<file path="src/mrpc_defines.svh">
`ifndef MRPC_DEFINES_SVH
`define MRPC_DEFINES_SVH

// System clock period and the divided reference clock period, in ns.
`define MRPC_SYS_PERIOD_NS 5
`define MRPC_REFO_PERIOD_NS 20
// Half period of the divided reference output, in system clock cycles.
`define MRPC_REFO_HALF_CYC ((`MRPC_REFO_PERIOD_NS / `MRPC_SYS_PERIOD_NS) / 2)
// Reference periods per slow (10 Mbps) RMII dibit slot and per slow MII half clock.
`define MRPC_SLOW_DIV 10
// Configuration reset value: MII, PHY supplies clock, 100 Mbps.
`define MRPC_CFG_RST 3'h1

`endif

</file>
<file path="src/mrpc_pkg.sv">
package mrpc_pkg;

  typedef enum logic [0:0] {
    MRPC_IDLE = 1'b0,
    MRPC_SEND = 1'b1
  } mrpc_state_type;

  typedef struct packed {
    logic rmii;
    logic dce;
    logic fast;
  } mrpc_cfg_type;

  typedef struct packed {
    logic valid;
    logic last;
    logic [3:0] data;
  } mrpc_tx_req_type;

endpackage

</file>
<file path="src/mrpc_port.sv">
`timescale 1ns/1ps
`include "mrpc_defines.svh"
module mrpc_port #(
  parameter int REFO_HALF = `MRPC_REFO_HALF_CYC,
  parameter int SLOW_DIV = `MRPC_SLOW_DIV
) (
  // Clock and reset.
  input wire logic clk,
  input wire logic rst,
  // Configuration.
  input wire mrpc_pkg::mrpc_cfg_type cfg_in,
  // Clock pins.
  input wire logic ref_clk_in,
  output logic divided_reference_clock_output_q,
  input wire logic tx_clk_in,
  output logic tx_clk_out_q,
  output logic tx_clk_oe_q,
  input wire logic rx_clk_in,
  output logic rx_clk_out_q,
  output logic rx_clk_oe_q,
  // Transmit stream from the MAC.
  input wire mrpc_pkg::mrpc_tx_req_type tx_req,
  output logic tx_ready_q,
  // Transmit pins.
  output logic tx_en_q,
  output logic [3:0] txd_q,
  // Receive pins and sampled data.
  input wire logic [3:0] rxd_in,
  output logic rx_strobe_q,
  output logic [3:0] rx_data_q
);

  // The counters are 8 and 4 bits wide; other values cannot be served.
  if (REFO_HALF < 1 || REFO_HALF > 255) begin : g_bad_refo_half
    $error("REFO_HALF out of range");
  end
  if (SLOW_DIV < 2 || SLOW_DIV > 15) begin : g_bad_slow_div
    $error("SLOW_DIV out of range");
  end

  mrpc_pkg::mrpc_cfg_type cfg_q;
  mrpc_pkg::mrpc_state_type state_q;
  logic [7:0] refo_cnt_q;
  logic ref_q, ref_prev_q, txc_q, txc_prev_q, rxc_q, rxc_prev_q;
  logic [3:0] slow_cnt_q;
  logic gen_clk_q;
  logic ref_rise, slow_hit, gen_toggle, gen_rise, tx_tick, rx_tick;

  // Divided reference output from the system clock.
  always_ff @(posedge clk or posedge rst) begin
    if (rst) begin
      refo_cnt_q <= 8'h00;
      divided_reference_clock_output_q <= 1'b0;
    end else if (refo_cnt_q == 8'(REFO_HALF - 1)) begin
      refo_cnt_q <= 8'h00;
      divided_reference_clock_output_q <= ~divided_reference_clock_output_q;
    end else begin
      refo_cnt_q <= refo_cnt_q + 8'h01;
    end
  end

  // Pin clocks are synchronous inputs; their rising edges become ticks.
  always_ff @(posedge clk or posedge rst) begin
    if (rst) begin
      ref_q <= 1'b0;
      ref_prev_q <= 1'b0;
      txc_q <= 1'b0;
      txc_prev_q <= 1'b0;
      rxc_q <= 1'b0;
      rxc_prev_q <= 1'b0;
    end else begin
      ref_q <= ref_clk_in;
      ref_prev_q <= ref_q;
      txc_q <= tx_clk_in;
      txc_prev_q <= txc_q;
      rxc_q <= rx_clk_in;
      rxc_prev_q <= rxc_q;
    end
  end

  always_comb begin
    // The reference input only matters in RMII or when the device makes the clock.
    ref_rise = ref_q && !ref_prev_q && (cfg_q.rmii || cfg_q.dce);
    slow_hit = ref_rise && (slow_cnt_q == 4'(SLOW_DIV - 1));
    gen_toggle = !cfg_q.rmii && cfg_q.dce && (cfg_q.fast ? ref_rise : slow_hit);
    gen_rise = gen_toggle && !gen_clk_q;
    if (cfg_q.rmii) begin
      tx_tick = cfg_q.fast ? ref_rise : slow_hit;
      rx_tick = cfg_q.fast ? ref_rise : slow_hit;
    end else if (cfg_q.dce) begin
      tx_tick = gen_rise;
      rx_tick = gen_rise;
    end else begin
      tx_tick = txc_q && !txc_prev_q;
      rx_tick = rxc_q && !rxc_prev_q;
    end
  end

  // Slow slot counter and the generated MII clock.
  always_ff @(posedge clk or posedge rst) begin
    if (rst) begin
      slow_cnt_q <= 4'h0;
    end else if (slow_hit) begin
      slow_cnt_q <= 4'h0;
    end else if (ref_rise) begin
      slow_cnt_q <= slow_cnt_q + 4'h1;
    end
  end

  always_ff @(posedge clk or posedge rst) begin
    if (rst) begin
      gen_clk_q <= 1'b0;
    end else if (cfg_q.rmii || !cfg_q.dce) begin
      gen_clk_q <= 1'b0;
    end else if (gen_toggle) begin
      gen_clk_q <= ~gen_clk_q;
    end
  end

  // Clock pin drive; outputs are enabled only while the device supplies the clock.
  always_ff @(posedge clk or posedge rst) begin
    if (rst) begin
      tx_clk_out_q <= 1'b0;
      rx_clk_out_q <= 1'b0;
      tx_clk_oe_q <= 1'b0;
      rx_clk_oe_q <= 1'b0;
    end else begin
      tx_clk_out_q <= gen_toggle ? ~gen_clk_q : gen_clk_q;
      rx_clk_out_q <= gen_toggle ? ~gen_clk_q : gen_clk_q;
      tx_clk_oe_q <= !cfg_q.rmii && cfg_q.dce;
      rx_clk_oe_q <= !cfg_q.rmii && cfg_q.dce;
    end
  end

  // Configuration is taken only while no frame is in progress.
  always_ff @(posedge clk or posedge rst) begin
    if (rst) begin
      cfg_q <= `MRPC_CFG_RST;
    end else if (state_q == mrpc_pkg::MRPC_IDLE && !tx_en_q) begin
      cfg_q <= cfg_in;
    end
  end

  // Transmit sequencing: one nibble or dibit per tick, enable low for a tick after a frame.
  logic last_q;
  always_ff @(posedge clk or posedge rst) begin
    if (rst) begin
      state_q <= mrpc_pkg::MRPC_IDLE;
      tx_en_q <= 1'b0;
      txd_q <= 4'h0;
      tx_ready_q <= 1'b0;
      last_q <= 1'b0;
    end else begin
      tx_ready_q <= 1'b0;
      if (tx_tick) begin
        case (state_q)
          mrpc_pkg::MRPC_IDLE: begin
            if (tx_req.valid) begin
              state_q <= mrpc_pkg::MRPC_SEND;
              tx_en_q <= 1'b1;
              tx_ready_q <= 1'b1;
              last_q <= tx_req.last;
              txd_q <= cfg_q.rmii ? {2'h0, tx_req.data[1:0]} : tx_req.data;
            end
          end
          mrpc_pkg::MRPC_SEND: begin
            if (last_q || !tx_req.valid) begin
              state_q <= mrpc_pkg::MRPC_IDLE;
              tx_en_q <= 1'b0;
              txd_q <= 4'h0;
            end else begin
              tx_en_q <= 1'b1;
              tx_ready_q <= 1'b1;
              last_q <= tx_req.last;
              txd_q <= cfg_q.rmii ? {2'h0, tx_req.data[1:0]} : tx_req.data;
            end
          end
          default: begin
            state_q <= mrpc_pkg::MRPC_IDLE;
            tx_en_q <= 1'b0;
          end
        endcase
      end
    end
  end

  // Receive sampling strobe.
  always_ff @(posedge clk or posedge rst) begin
    if (rst) begin
      rx_strobe_q <= 1'b0;
      rx_data_q <= 4'h0;
    end else begin
      rx_strobe_q <= rx_tick;
      if (rx_tick) begin
        rx_data_q <= cfg_q.rmii ? {2'h0, rxd_in[1:0]} : rxd_in;
      end
    end
  end
endmodule // mrpc_port

</file>
<file path="config.mk">
export PLATFORM = sky130hd
export DESIGN_NAME = mrpc_port
export DESIGN_NICKNAME = d
export VERILOG_FILES = /design/src/mrpc_pkg.sv /design/src/mrpc_port.sv
export VERILOG_INCLUDE_DIRS = /design/src
export SDC_FILE = /design/constraint.sdc
export NUM_CORES = 1
export LEC_CHECK = 0
export BUFFER_PORTS_ARGS = -buffer_cell sky130_fd_sc_hd__buf_4
export CAP_MARGIN = 20
export CORE_MARGIN = 3
export CORE_UTILIZATION = 53
export DETAILED_ROUTE_END_ITERATION = 10
export PLACE_DENSITY_LB_ADDON = 0.3
export SLEW_MARGIN = 30
export SYNTH_ARGS = -nofsm -noshare
export SYNTH_HDL_FRONTEND = slang
export SYNTH_SLANG_ARGS = --single-unit
</file>
<file path="constraint.sdc">
create_clock -name clk -period 3.4 [get_ports clk]
set_input_delay 0.17 -clock clk [delete_from_list [all_inputs] [get_ports clk]]
set_output_delay 0.17 -clock clk [all_outputs]
set_load 0.05 [all_outputs]
</file>
==> results of run 1 <==
==> cells by family (layout without fill, tap and decap cells) <==
group | count (synthesis) | after routing | synth area share (%)
DFF | 38 | 38 | 61.27
xor gates and xnor gates | 7 | 7 | 3.945
adders and majority gates | 5 | 5 | 4.026
buffers and inverters | 12 | 54 | 3.864
muxes | 6 | 6 | 4.589
AOI/OAI and AO/OA | 22 | 22 | 11.35
and+or+nand+nor | 31 | 31 | 10.95
==> per-layer routing <==
metal,share of wire (%),vias up,wire (um)
met3,3.3,8,94
met4,2.3,0,65
met1,38,546,1098
met5,0,-,0
met2,56,15,1597
li1,-,501,-
==> cell type report <==
type | count | area, um2 | share of cell area [%]
inverters | 9 | 33.78 | 1.772
multi-input cells | 71 | 541.8 | 28.41
well taps | 31 | 38.79 | 2.034
flip-flops and latches | 38 | 952.2 | 49.93
repair buffers | 38 | 295.3 | 15.49
clock buffers | 7 | 45.04 | 2.362
==> repair_timing <==
item	CTS	global route
endpoints found under the setup margin	0	0
hold endpoints to repair	16	0
gates resized for setup	0	0
hold buffers	4	0
==> state kept, by name, summed over array words and instances (netlist names) <==
name and flops:
rxc_prev_q 1, ref_q 1, rx_clk_out_q 1, txc_prev_q 1, refo_cnt_q 8, divided_reference_clock_output_q 1, last_q 1, tx_ready_q 1
rx_strobe_q 1, state_q 1, cfg_q 3, txc_q 1, slow_cnt_q 4, ref_prev_q 1, gen_clk_q 1, rx_data_q 4
rxc_q 1, rx_clk_oe_q 1, tx_en_q 1, txd_q 4
==> metrics by stage <==
step                hold WS, ps  cells  utilization [%]
global route              31.97    194            68.56
global placement          224.7    183            65.50
finish                    40.12    194            68.56
floorplan                 201.4    121                -
detailed placement        250.3    183            65.50
CTS                       26.83    194            68.56
==> critical path: cells and delay by family (launching register included) <==
| kind | cells | cell delay (ps) |
|---|---|---|
| multiplexers | 1 | 320 |
| adder cells (fa/ha/maj) | 2 | 370 |
| AO/OA/AOI/OAI | 2 | 550 |
| AND/OR/NAND/NOR | 4 | 510 |
| flip-flops | 1 | 410 |
| buffers and inverters | 1 | 90 |
==> path summary, 6_finish.rpt <==
check,slack (ps),cells past startpoint,from,endpoint
max,1050,10,slow_cnt_q[1],last_q
min,40,3,cfg_in[2],cfg_q[2]
max reg2reg,1050,10,slow_cnt_q[1],last_q
min reg2reg,380,0,txc_q,txc_prev_q
max in group asynchronous,2220,4,rst,cfg_q[0]
min in group asynchronous,430,3,rst,slow_cnt_q[3]
==> cells in the final DEF, fill, tap and decap left out, types with 2 or more instances in the layout <==
cell type and n:
a21o_2 2, nor3_1 2, inv_1 9, xnor2_1 5
and3_1 2, buf_4 34, xor2_1 2, mux2_2 5
o211a_1 2, a22o_2 3, ha_1 5, nand3_1 3
or2_2 2, clkbuf_1 2, a22o_1 2, nor2_1 8
dlygate4sd3_1 4, dfrtp_1 37, o21ai_0 4, nand2_1 8
clkbuf_4 5, or3b_1 2, a32o_2 2, a21oi_1 3
==> report_power, final <==
part           total [mW]  switching [mW]  internal (mW)
Sequential          0.662          0.0901          0.572
Combinational       0.634           0.392          0.241
Clock               0.211           0.133         0.0780
Total                1.51           0.616          0.891
==> summary.md, run 1 <==
| Metric | Value |
|---|---|
| Status | `finished clean` |
| Die area | `3618 um2` |
| DR pass1 iterations | `4` |
| Setup Fix Bufs, Post-CTS | `0` |
| GRT met3 Usage | `6.479%` |
| Pwr Total | `1.507 mW` |
| Maximum clock frequency | `425.7 MHz` |
| Seq/Total Area, Yosys | `61.27%` |
| CP max-delay cell | `dfrtp_1` |
| Dominant cell type by area after synthesis | `dfrtp_1` |
| Syn Inst Count | `121` |
| Worst min path class | `input port to register` |
| CP arrival | `2580 ps` |
| Vias per inst | `5.515` |
| Clk_skew | `3.958 ps` |
| Syn_nets | `144` |
| Filler cells | `214` |
| CTS buffer count | `5` |
| Total of max-cap violations | `0` |
| Total track usage | `18.20%` |
| CTS clk-pin slew, worst paths | `100 ps` |
| Yosys reg bits | `38` |
| Final setup margin | `1051 ps` |
| Leading post-synthesis cells by cell area | `dfrtp_1 (60%), ha_1 (4.0%), mux2_2 (3.6%)` |
| Critical path class | `register to register` |
| Ports | `34` |
| RSZ-0062 raised after global routing | `false` |
| Synth Area per Inst | `12.84 um2` |
| Maximum clock insertion buffer count | `2` |
| Ys flop type | `dfrtp_1` |
| Crit path required time | `3630 ps` |
| RD Place Congestion | `0.7690` |
| Yosys warnings | `0` |
| Slew HR | `64.88%` |
| Post-place setup slack | `1065 ps` |
| Fin crit period | `2349 ps` |
| Largest net degree at the start of global routing | `26` |
| Routing usage on met2 | `33.18%` |
| # diodes | `0` |
| Most frequent CP cell | `ha_1` |
| Vias in the first global route | `1,072` |
| Htree depth | `2` |
| Initial antenna violation count | `0` |
| Clock Sinks | `38` |
| Met1 track demand over resource | `18.51%` |
| Routed WL | `2856 um` |
| Num rows | `19` |
| GRT overflow | `0` |
| Maximum vdd drop | `0.0005442 V` |
| Number of flops mapped to enable cells by yosys | `0` |
| Post-route DRC | `0` |
| Period Utilization, post-route | `69.09%` |
| Final net count | `186` |
| Share of cells above drive strength 1 | `36.20%` |
| Vias | `1,070` |
| DRT iter0 DRCs | `17` |
| Leakage power | `0.9840 nW` |
| Height of the die | `60.15 um` |
| Post-synth ARST share | `100.0%` |
| Core area | `2781 um2` |
| Design Area, Final | `1907 um2` |
| Final Max Tran Viols | `0` |
| CP max FO | `8` |
| Yosys top cell area share | `59.58%` |
| CTS tree | `built` |
| Root Driver | `clkbuf_4` |
| Mapped Area | `1554 um2` |
| Final setup viols | `0` |
| Pwr dens | `790.3 nW/um2` |
| Antenna Nets Post-Route | `0` |
| Top post-synthesis cells by count | `dfrtp_1 (37), inv_1 (9), nand2_1 (8), nor2_1 (8)` |
| Most frequent cell after synthesis | `dfrtp_1` |
| Max incr delay on CP | `410 ps` |
| Setup TNS Final | `0 ps` |
| CP Capture Type | `register` |
| Worst skew pair latency | `340 ps` |
| P&R area growth vs syn | `22.71%` |
| I/O Buffers | `33` |
| Final hold violation count | `0` |
| Cells along the critical path | `inv_1, ha_1, and3b_4, nor2_1, nor3_1, ha_1, nand2_1, a21oi_1, o211a_1, mux2_4` |
| Routed length per instance | `14.72 um` |
| Critical path launch point type | `register` |
| Slew @ Worst Pin | `526.2 ps` |
| Chip width | `60.15 um` |
| GR peak layer | `met2` |
| Detailed Place HPWL | `2146 um` |
| Starting Density | `55.87%` |
| First-pass GRT wire length | `4623 um` |
| Area after DPL | `1822 um2` |
| Yosys cell types | `32` |
No activity file was read; power rests on OpenSTA's default activity.
==> run 2, diff against run 1 <==
- ABC_AREA: unset -> 1
- clock period: 3.4 -> 2.38 ns (I/O delays scaled with it)
==> run 2 against run 1 <==
  * Register-to-register slack lost 710 ps
  * Non-clock buffer count grew 8
  * Critical path depth grew 3
  * Synthesized cell count grew 48%
  * Largest power group unchanged
  * Maximum frequency grew 15%
  * Critical endpoint is now rx_data_q[0]
  * Die area grew 5.1%
  * Clock power grew 63%
  * Clock skew grew 1.4 ps
  * Via count grew 21%
  * Power grew 46%
  * Cell count grew 35%
==> summary.md, run 2 <==
| Metric | Value |
|---|---|
| Core area | `2853 um2 (was 2781 um2)` |
| Yosys top cell area share | `56.40% (was 59.58%)` |
| Yosys warnings | `0 (unchanged)` |
| Dominant cell type by area after synthesis | `dfrtp_1 (unchanged)` |
| Num rows | `19 (unchanged)` |
| P&R area growth vs syn | `27.82% (was 22.71%)` |
| CP arrival | `2330 ps (was 2580 ps)` |
| DRT iter0 DRCs | `37 (was 17)` |
| Maximum vdd drop | `0.0009690 V (was 0.0005442 V)` |
| Routed WL | `3121 um (was 2856 um)` |
| Worst R2R Setup Slack | `340 ps (was 1050 ps)` |
| Period Utilization, post-route | `85.56% (was 69.09%)` |
| Worst R2R Path Depth | `13 (was 10)` |
| Number of flops mapped to enable cells by yosys | `0 (unchanged)` |
| Vias per inst | `4.947 (was 5.515)` |
| Crit path required time | `2670 ps (was 3630 ps)` |
| Largest Register | `refo_cnt_q (unchanged)` |
| Setup TNS Final | `0 ps (unchanged)` |
| First-pass GRT wire length | `5271 um (was 4623 um)` |
| Final core occ | `73.55% (was 68.56%)` |
| Pwr Total | `2.193 mW (was 1.507 mW)` |
| Max FFs per register | `8 (unchanged)` |
| Highest-count cells in the layout ignoring fill and taps | `nand2_1 (47), dfrtp_1 (37), buf_4 (35) (was dfrtp_1 (37), buf_4 (34), inv_1 (9))` |
| Ys flop type | `dfrtp_1 (unchanged)` |
| Synth Area per Inst | `9.171 um2 (was 12.84 um2)` |
| Share of cells above drive strength 1 | `22.08% (was 36.20%)` |
| Syn Inst Count | `179 (was 121)` |
| Filler-free cell count of the finished design | `262 (was 194)` |
| Status | `finished clean (unchanged)` |
| Syn_nets | `202 (was 144)` |
| RSZ-0062 raised after global routing | `false (unchanged)` |
| DR pass1 iterations | `4 (unchanged)` |
| Vias in the first global route | `1,277 (was 1,072)` |
| Initial antenna violation count | `0 (unchanged)` |
| Detailed Place HPWL | `2272 um (was 2146 um)` |
| Psw | `958.7 uW (was 615.8 uW)` |
| Comb pwr share | `41.7% (was 42.1%)` |
| Reg power frac | `42.6% (was 43.9%)` |
| GRT overflow | `0 (unchanged)` |
| Antenna Nets Post-Route | `0 (unchanged)` |
| Final Max Tran Viols | `0 (unchanged)` |
| RR Endpoint | `rx_data_q[0] (was last_q)` |
| Largest net degree at the start of global routing | `25 (was 26)` |
| Most common cell after layout, fill and taps aside | `nand2_1 (was dfrtp_1)` |
| Yosys reg bits | `38 (unchanged)` |
| CTS clk-pin slew, worst paths | `110 ps (was 100 ps)` |
| CP Capture Type | `register (unchanged)` |
| # resized after CTS | `0 (unchanged)` |
| Post-synth ARST share | `100.0% (unchanged)` |
| Slew @ Worst Pin | `877.1 ps (was 526.2 ps)` |
| Final hold violation count | `0 (unchanged)` |
| Starting Density | `57.54% (was 55.87%)` |
| # diodes | `0 (unchanged)` |
| RD Place Congestion | `0.7568 (was 0.7690)` |
| Internal Power | `1.234 mW (was 891.1 uW)` |
| Mapped Area | `1642 um2 (was 1554 um2)` |
| Clk_skew | `5.349 ps (was 3.958 ps)` |
| Total of max-cap violations | `0 (unchanged)` |
| Fin crit period | `2036 ps (was 2349 ps)` |
| CTS tree | `built (unchanged)` |
| Leakage power | `1.163 nW (was 0.9840 nW)` |
| Leading post-synthesis cells by cell area | `dfrtp_1 (56%), nand2_1 (11%), inv_1 (7.3%) (was dfrtp_1 (60%), ha_1 (4.0%), mux2_2 (3.6%))` |
| Clock Sinks | `38 (unchanged)` |
| Slew HR | `41.46% (was 64.88%)` |
| Hold Path End | `txd_q[0] (was cfg_q[2])` |
| Ports | `34 (unchanged)` |
| Maximum clock insertion buffer count | `2 (unchanged)` |
| Chip width | `61.66 um (was 60.15 um)` |
| Total track usage | `19.61% (was 18.20%)` |
| Final setup viols | `0 (unchanged)` |
| Post-route DRC | `0 (unchanged)` |
| Worst min path class | `input port to register (unchanged)` |
| Inst Count DP | `243 (was 183)` |
| Pwr dens | `1045 nW/um2 (was 790.3 nW/um2)` |
| Maximum clock frequency | `491.1 MHz (was 425.7 MHz)` |
| Final hold slack | `11.62 ps (was 40.12 ps)` |
| Yosys cell types | `22 (was 32)` |
| RR Startpoint | `slow_cnt_q[1] (unchanged)` |
| I/O Buffers | `33 (unchanged)` |
| Critical path launch point type | `register (unchanged)` |
| Die area | `3801 um2 (was 3618 um2)` |
| Critical path class | `register to register (unchanged)` |
| Worst Min Path Start | `tx_req[0] (was cfg_in[2])` |
| Root Driver | `clkbuf_4 (unchanged)` |
| Worst skew pair latency | `340 ps (about the same)` |
| Most frequent cell after synthesis | `nand2_1 (was dfrtp_1)` |
| Clock power share | `15.7% (was 14.0%)` |
| CTS buffer count | `5 (unchanged)` |
| Switching share of power | `43.71% (was 40.87%)` |
| Htree depth | `2 (unchanged)` |
| Height of the die | `61.66 um (was 60.15 um)` |
| Routed length per instance | `11.91 um (was 14.72 um)` |
| CP max FO | `5 (was 8)` |
| Final net count | `253 (was 186)` |
| Vias | `1,296 (was 1,070)` |
| Top post-synthesis cells by count | `nand2_1 (47), dfrtp_1 (37), inv_1 (32), nand3_1 (15), nor2_1 (11) (was dfrtp_1 (37), inv_1 (9), nand2_1 (8), nor2_1 (8))` |
| Seq/Total Area, Yosys | `58.00% (was 61.27%)` |
| Hold path cells | `3 (unchanged)` |
==> run 2: power groups by stage <==
stage          clock, mW  sequential, mW  combinational, mW
2_1_floorplan          0            1.23              0.352
3_3_place_gp           0           0.935              0.875
3_5_place_dp           0           0.947              0.898
4_1_cts            0.354           0.934              0.919
5_1_grt            0.378           0.955              0.997
6_report           0.344           0.935              0.914
==> run 2: logic make-up (layout without fill, tap and decap cells) <==
kind of cell | Yosys count | after routing | share of synthesized area [%]
fa+ha+maj | 5 | 5 | 3.811
simple gates | 85 | 85 | 23.86
xor+xnor | 4 | 4 | 2.135
buf+inv | 34 | 86 | 8.232
flops | 38 | 38 | 58.00
compound gates | 13 | 13 | 3.963
==> run 2: layout make-up <==
class	count	area, um2
sequential	38	952.2
fill	197	754.5
multi-input combinational	107	554.3
timing repair buffer	46	372.9
inverter	32	120.1
clock buffer	7	55.05
tap	31	38.79
clock inverter	1	5.005
==> run 2: worst max-delay path, cell delays in order, from the launching register on <==
cell and delay, ps:
dfrtp_1 400, inv_1 70, ha_1 180, nand3_1 180, nand2_1 110, and3_2 190
ha_1 170, nand2_1 80, o21ai_0 140, nand2_1 110, nand2_2 80, inv_1 120
nand2_1 90, nand2_1 60
==> run 2: worst max-delay path by stage <==
stage                  startpoint           end  slack [ps]  cells past startpoint
floorplan           slow_cnt_q[0]  rx_data_q[2]         640                     12
global placement    slow_cnt_q[0]  rx_data_q[2]         550                     12
detailed placement  slow_cnt_q[0]  rx_data_q[1]         470                     12
CTS                 slow_cnt_q[0]  rx_data_q[0]         400                     12
global route        slow_cnt_q[1]  rx_data_q[0]         180                     13
finish              slow_cnt_q[1]  rx_data_q[0]         340                     13
==> run 2: through the flow <==
step | setup WS (ps) | cell area, um2
floorplan | 637.1 | 1642
global placement | 554.7 | 1928
detailed placement | 465.4 | 1928
CTS | 397.0 | 2098
global route | 175.2 | 2098
finish | 343.6 | 2098
==> run 2: layer usage <==
layer / part of all wire (%) / global-route usage [%] / vias to the layer above
li1: - / - / 648
met1: 41 / 19.62 / 605
met2: 52 / 36.62 / 37
met3: 5.4 / 7.128 / 6
met4: 1.8 / 7.273 / 0
met5: 0 / 0 / -
==> run 2: repair_timing <==
action | 4_1_cts | 5_1_grt
setup buffers | 0 | 0
hold buffers | 11 | 0
endpoints found under the hold margin | 31 | 0
==> run 3, diff against run 2 <==
- BUFFER_PORTS_ARGS: -buffer_cell sky130_fd_sc_hd__buf_4 -> unset
- DONT_BUFFER_PORTS: unset -> 1
==> run 3 against run 2 <==
  * Critical path depth down 1
  * Cell count down 11%
  * Via count down 12%
  * Combinational power down 57%
  * Utilization down 7.1 points
  * Critical path type unchanged
  * Largest power group unchanged
  * Highest routed layer unchanged
==> summary.md, run 3 (synthesis results as in run 2) <==
| Metric | Value |
|---|---|
| Detailed Place HPWL | `2011 um (was 2272 um)` |
| Largest net degree at the start of global routing | `34 (was 25)` |
| RD Place Congestion | `0.8140 (was 0.7568)` |
| Area after DPL | `1673 um2 (was 1928 um2)` |
| Height of the die | `61.66 um (unchanged)` |
| Worst min path class | `input port to register (unchanged)` |
| Psw | `942.5 uW (was 958.7 uW)` |
| CP arrival | `2270 ps (was 2330 ps)` |
| Status | `finished clean (unchanged)` |
| Hold Path End | `txd_q[2] (was txd_q[0])` |
| Total track usage | `18.56% (was 19.61%)` |
| Worst Min Path Start | `tx_req[5] (was tx_req[0])` |
| Clock power share | `17.7% (was 15.7%)` |
| Antenna Nets Post-Route | `0 (unchanged)` |
| Final net count | `224 (was 253)` |
| Num rows | `19 (unchanged)` |
| CTS tree | `built (unchanged)` |
| GRT overflow | `0 (unchanged)` |
| Highest-count cells in the layout ignoring fill and taps | `nand2_1 (47), dfrtp_1 (37), inv_1 (32) (was nand2_1 (47), dfrtp_1 (37), buf_4 (35))` |
| CP Capture Type | `register (unchanged)` |
| Pwr dens | `1073 nW/um2 (was 1045 nW/um2)` |
| Share of cells above drive strength 1 | `8.911% (was 22.08%)` |
| RR Endpoint | `rx_data_q[1] (was rx_data_q[0])` |
| Most common cell after layout, fill and taps aside | `nand2_1 (unchanged)` |
| Final setup viols | `0 (unchanged)` |
| Core area | `2853 um2 (unchanged)` |
| Final hold slack | `80.82 ps (was 11.62 ps)` |
| Routed WL | `2958 um (was 3121 um)` |
| Vias in the first global route | `1,107 (was 1,277)` |
| Root Driver | `clkbuf_4 (unchanged)` |
| Starting Density | `57.54% (unchanged)` |
| Comb pwr share | `19.2% (was 41.7%)` |
| Critical path launch point type | `register (unchanged)` |
| Total of max-cap violations | `0 (unchanged)` |
| Critical path class | `register to register (unchanged)` |
| Max FFs per register | `8 (unchanged)` |
| P&R area growth vs syn | `15.55% (was 27.82%)` |
| Internal Power | `1.093 mW (was 1.234 mW)` |
| Worst R2R Setup Slack | `400 ps (was 340 ps)` |
| RSZ-0062 raised after global routing | `false (unchanged)` |
| Post-place setup slack | `410.8 ps (was 465.4 ps)` |
| Maximum vdd drop | `0.0007972 V (was 0.0009690 V)` |
| CP max FO | `5 (unchanged)` |
| Clock Sinks | `38 (unchanged)` |
| Final setup margin | `404.3 ps (was 343.6 ps)` |
| # diodes | `0 (unchanged)` |
| Initial antenna violation count | `0 (unchanged)` |
| Fin crit period | `1976 ps (was 2036 ps)` |
| Vias | `1,146 (was 1,296)` |
| Reg power frac | `63.1% (was 42.6%)` |
| Period Utilization, post-route | `83.01% (was 85.56%)` |
| Leakage power | `1.013 nW (was 1.163 nW)` |
| Switching share of power | `46.31% (was 43.71%)` |
| Post-route DRC | `0 (unchanged)` |
| CTS clk-pin slew, worst paths | `120 ps (was 110 ps)` |
| First-pass GRT wire length | `5016 um (was 5271 um)` |
| Maximum clock frequency | `506.2 MHz (was 491.1 MHz)` |
| Design Area, Final | `1897 um2 (was 2098 um2)` |
| Final Max Tran Viols | `0 (unchanged)` |
| Die area | `3801 um2 (unchanged)` |
| Slew @ Worst Pin | `886.9 ps (was 877.1 ps)` |
| Chip width | `61.66 um (unchanged)` |
| Clk_skew | `10.13 ps (was 5.349 ps)` |
| CTS buffer count | `5 (unchanged)` |
| DR pass1 iterations | `4 (unchanged)` |
| Vias per inst | `4.918 (was 4.947)` |
| DRT iter0 DRCs | `58 (was 37)` |
| Htree depth | `2 (unchanged)` |
| Slew HR | `40.92% (was 41.46%)` |
| I/O Buffers | `0 (was 33)` |
| Maximum clock insertion buffer count | `2 (unchanged)` |
| Setup TNS Final | `0 ps (unchanged)` |
| Hold path cells | `5 (was 3)` |
| Final hold violation count | `0 (unchanged)` |
| Worst skew pair latency | `350 ps (was 340 ps)` |
| Largest Register | `refo_cnt_q (unchanged)` |
| RR Startpoint | `slow_cnt_q[0] (was slow_cnt_q[1])` |
| Crit path launch | `slow_cnt_q[0] (was slow_cnt_q[1])` |
| Ports | `34 (unchanged)` |
| Crit path required time | `2670 ps (about the same)` |
| Routed length per instance | `12.70 um (was 11.91 um)` |
| Worst R2R Path Depth | `12 (was 13)` |
-- run 3: power by group through the flow --
stage	registers (mW)	clock network [mW]	logic [mW]
floorplan	1.23	0	0.352
global placement	1.29	0	0.350
detailed placement	1.30	0	0.367
CTS	1.28	0.366	0.387
global route	1.31	0.396	0.462
finish	1.28	0.359	0.391
-- run 3: layout make-up --
type	instances	area (um2)
sequential	38	952.2
clock inverter	2	12.51
multi-input combinational	107	554.3
fill	242	955.9
clock buffer	6	51.30
tap	31	38.79
timing repair buffer	17	167.7
inverter	32	120.1
-- run 3: worst max-delay path by stage --
stage	cells after the start	end	slack [ps]
floorplan	12	rx_data_q[2]	640
global placement	12	rx_data_q[2]	530
detailed placement	12	rx_data_q[1]	410
CTS	12	rx_data_q[1]	390
global route	13	rx_data_q[3]	180
finish	12	rx_data_q[1]	400
-- run 3: worst max-delay path, stage by stage (launching register included) --
cell and delay, ps:
dfrtp_1 440, ha_1 210, nand3_1 180, nand2_1 110, and3_2 180, ha_1 170, nand2_1 80, o21ai_0 130
nand2_1 110, nand2_2 70, inv_1 110, nand2_1 60, nand2_1 80
-- run 3: metal layers --
| metal | track usage (%) | vias to the layer above | routed length (um) |
|---|---|---|---|
| met5 | 0 | - | 0 |
| met4 | 5.455 | 0 | 34 |
| met3 | 7.338 | 5 | 162 |
| met2 | 29.90 | 26 | 1446 |
| met1 | 23.14 | 526 | 1314 |
| li1 | - | 589 | - |
-- run 3: timing repair --
action / 4_1_cts / 5_1_grt
setup buffers: 0 / 0
endpoints found under the hold margin: 52 / 0
gates resized for setup: 0 / 0
hold buffers: 16 / 0
-- run 3: metrics by stage --
stage	total power, mW	cells	utilization (%)
6_report	2.035	233	66.49
5_1_grt	2.168	233	66.49
4_1_cts	2.037	233	66.49
3_5_place_dp	1.665	209	58.64
3_3_place_gp	1.642	209	58.64
2_1_floorplan	1.577	179	-
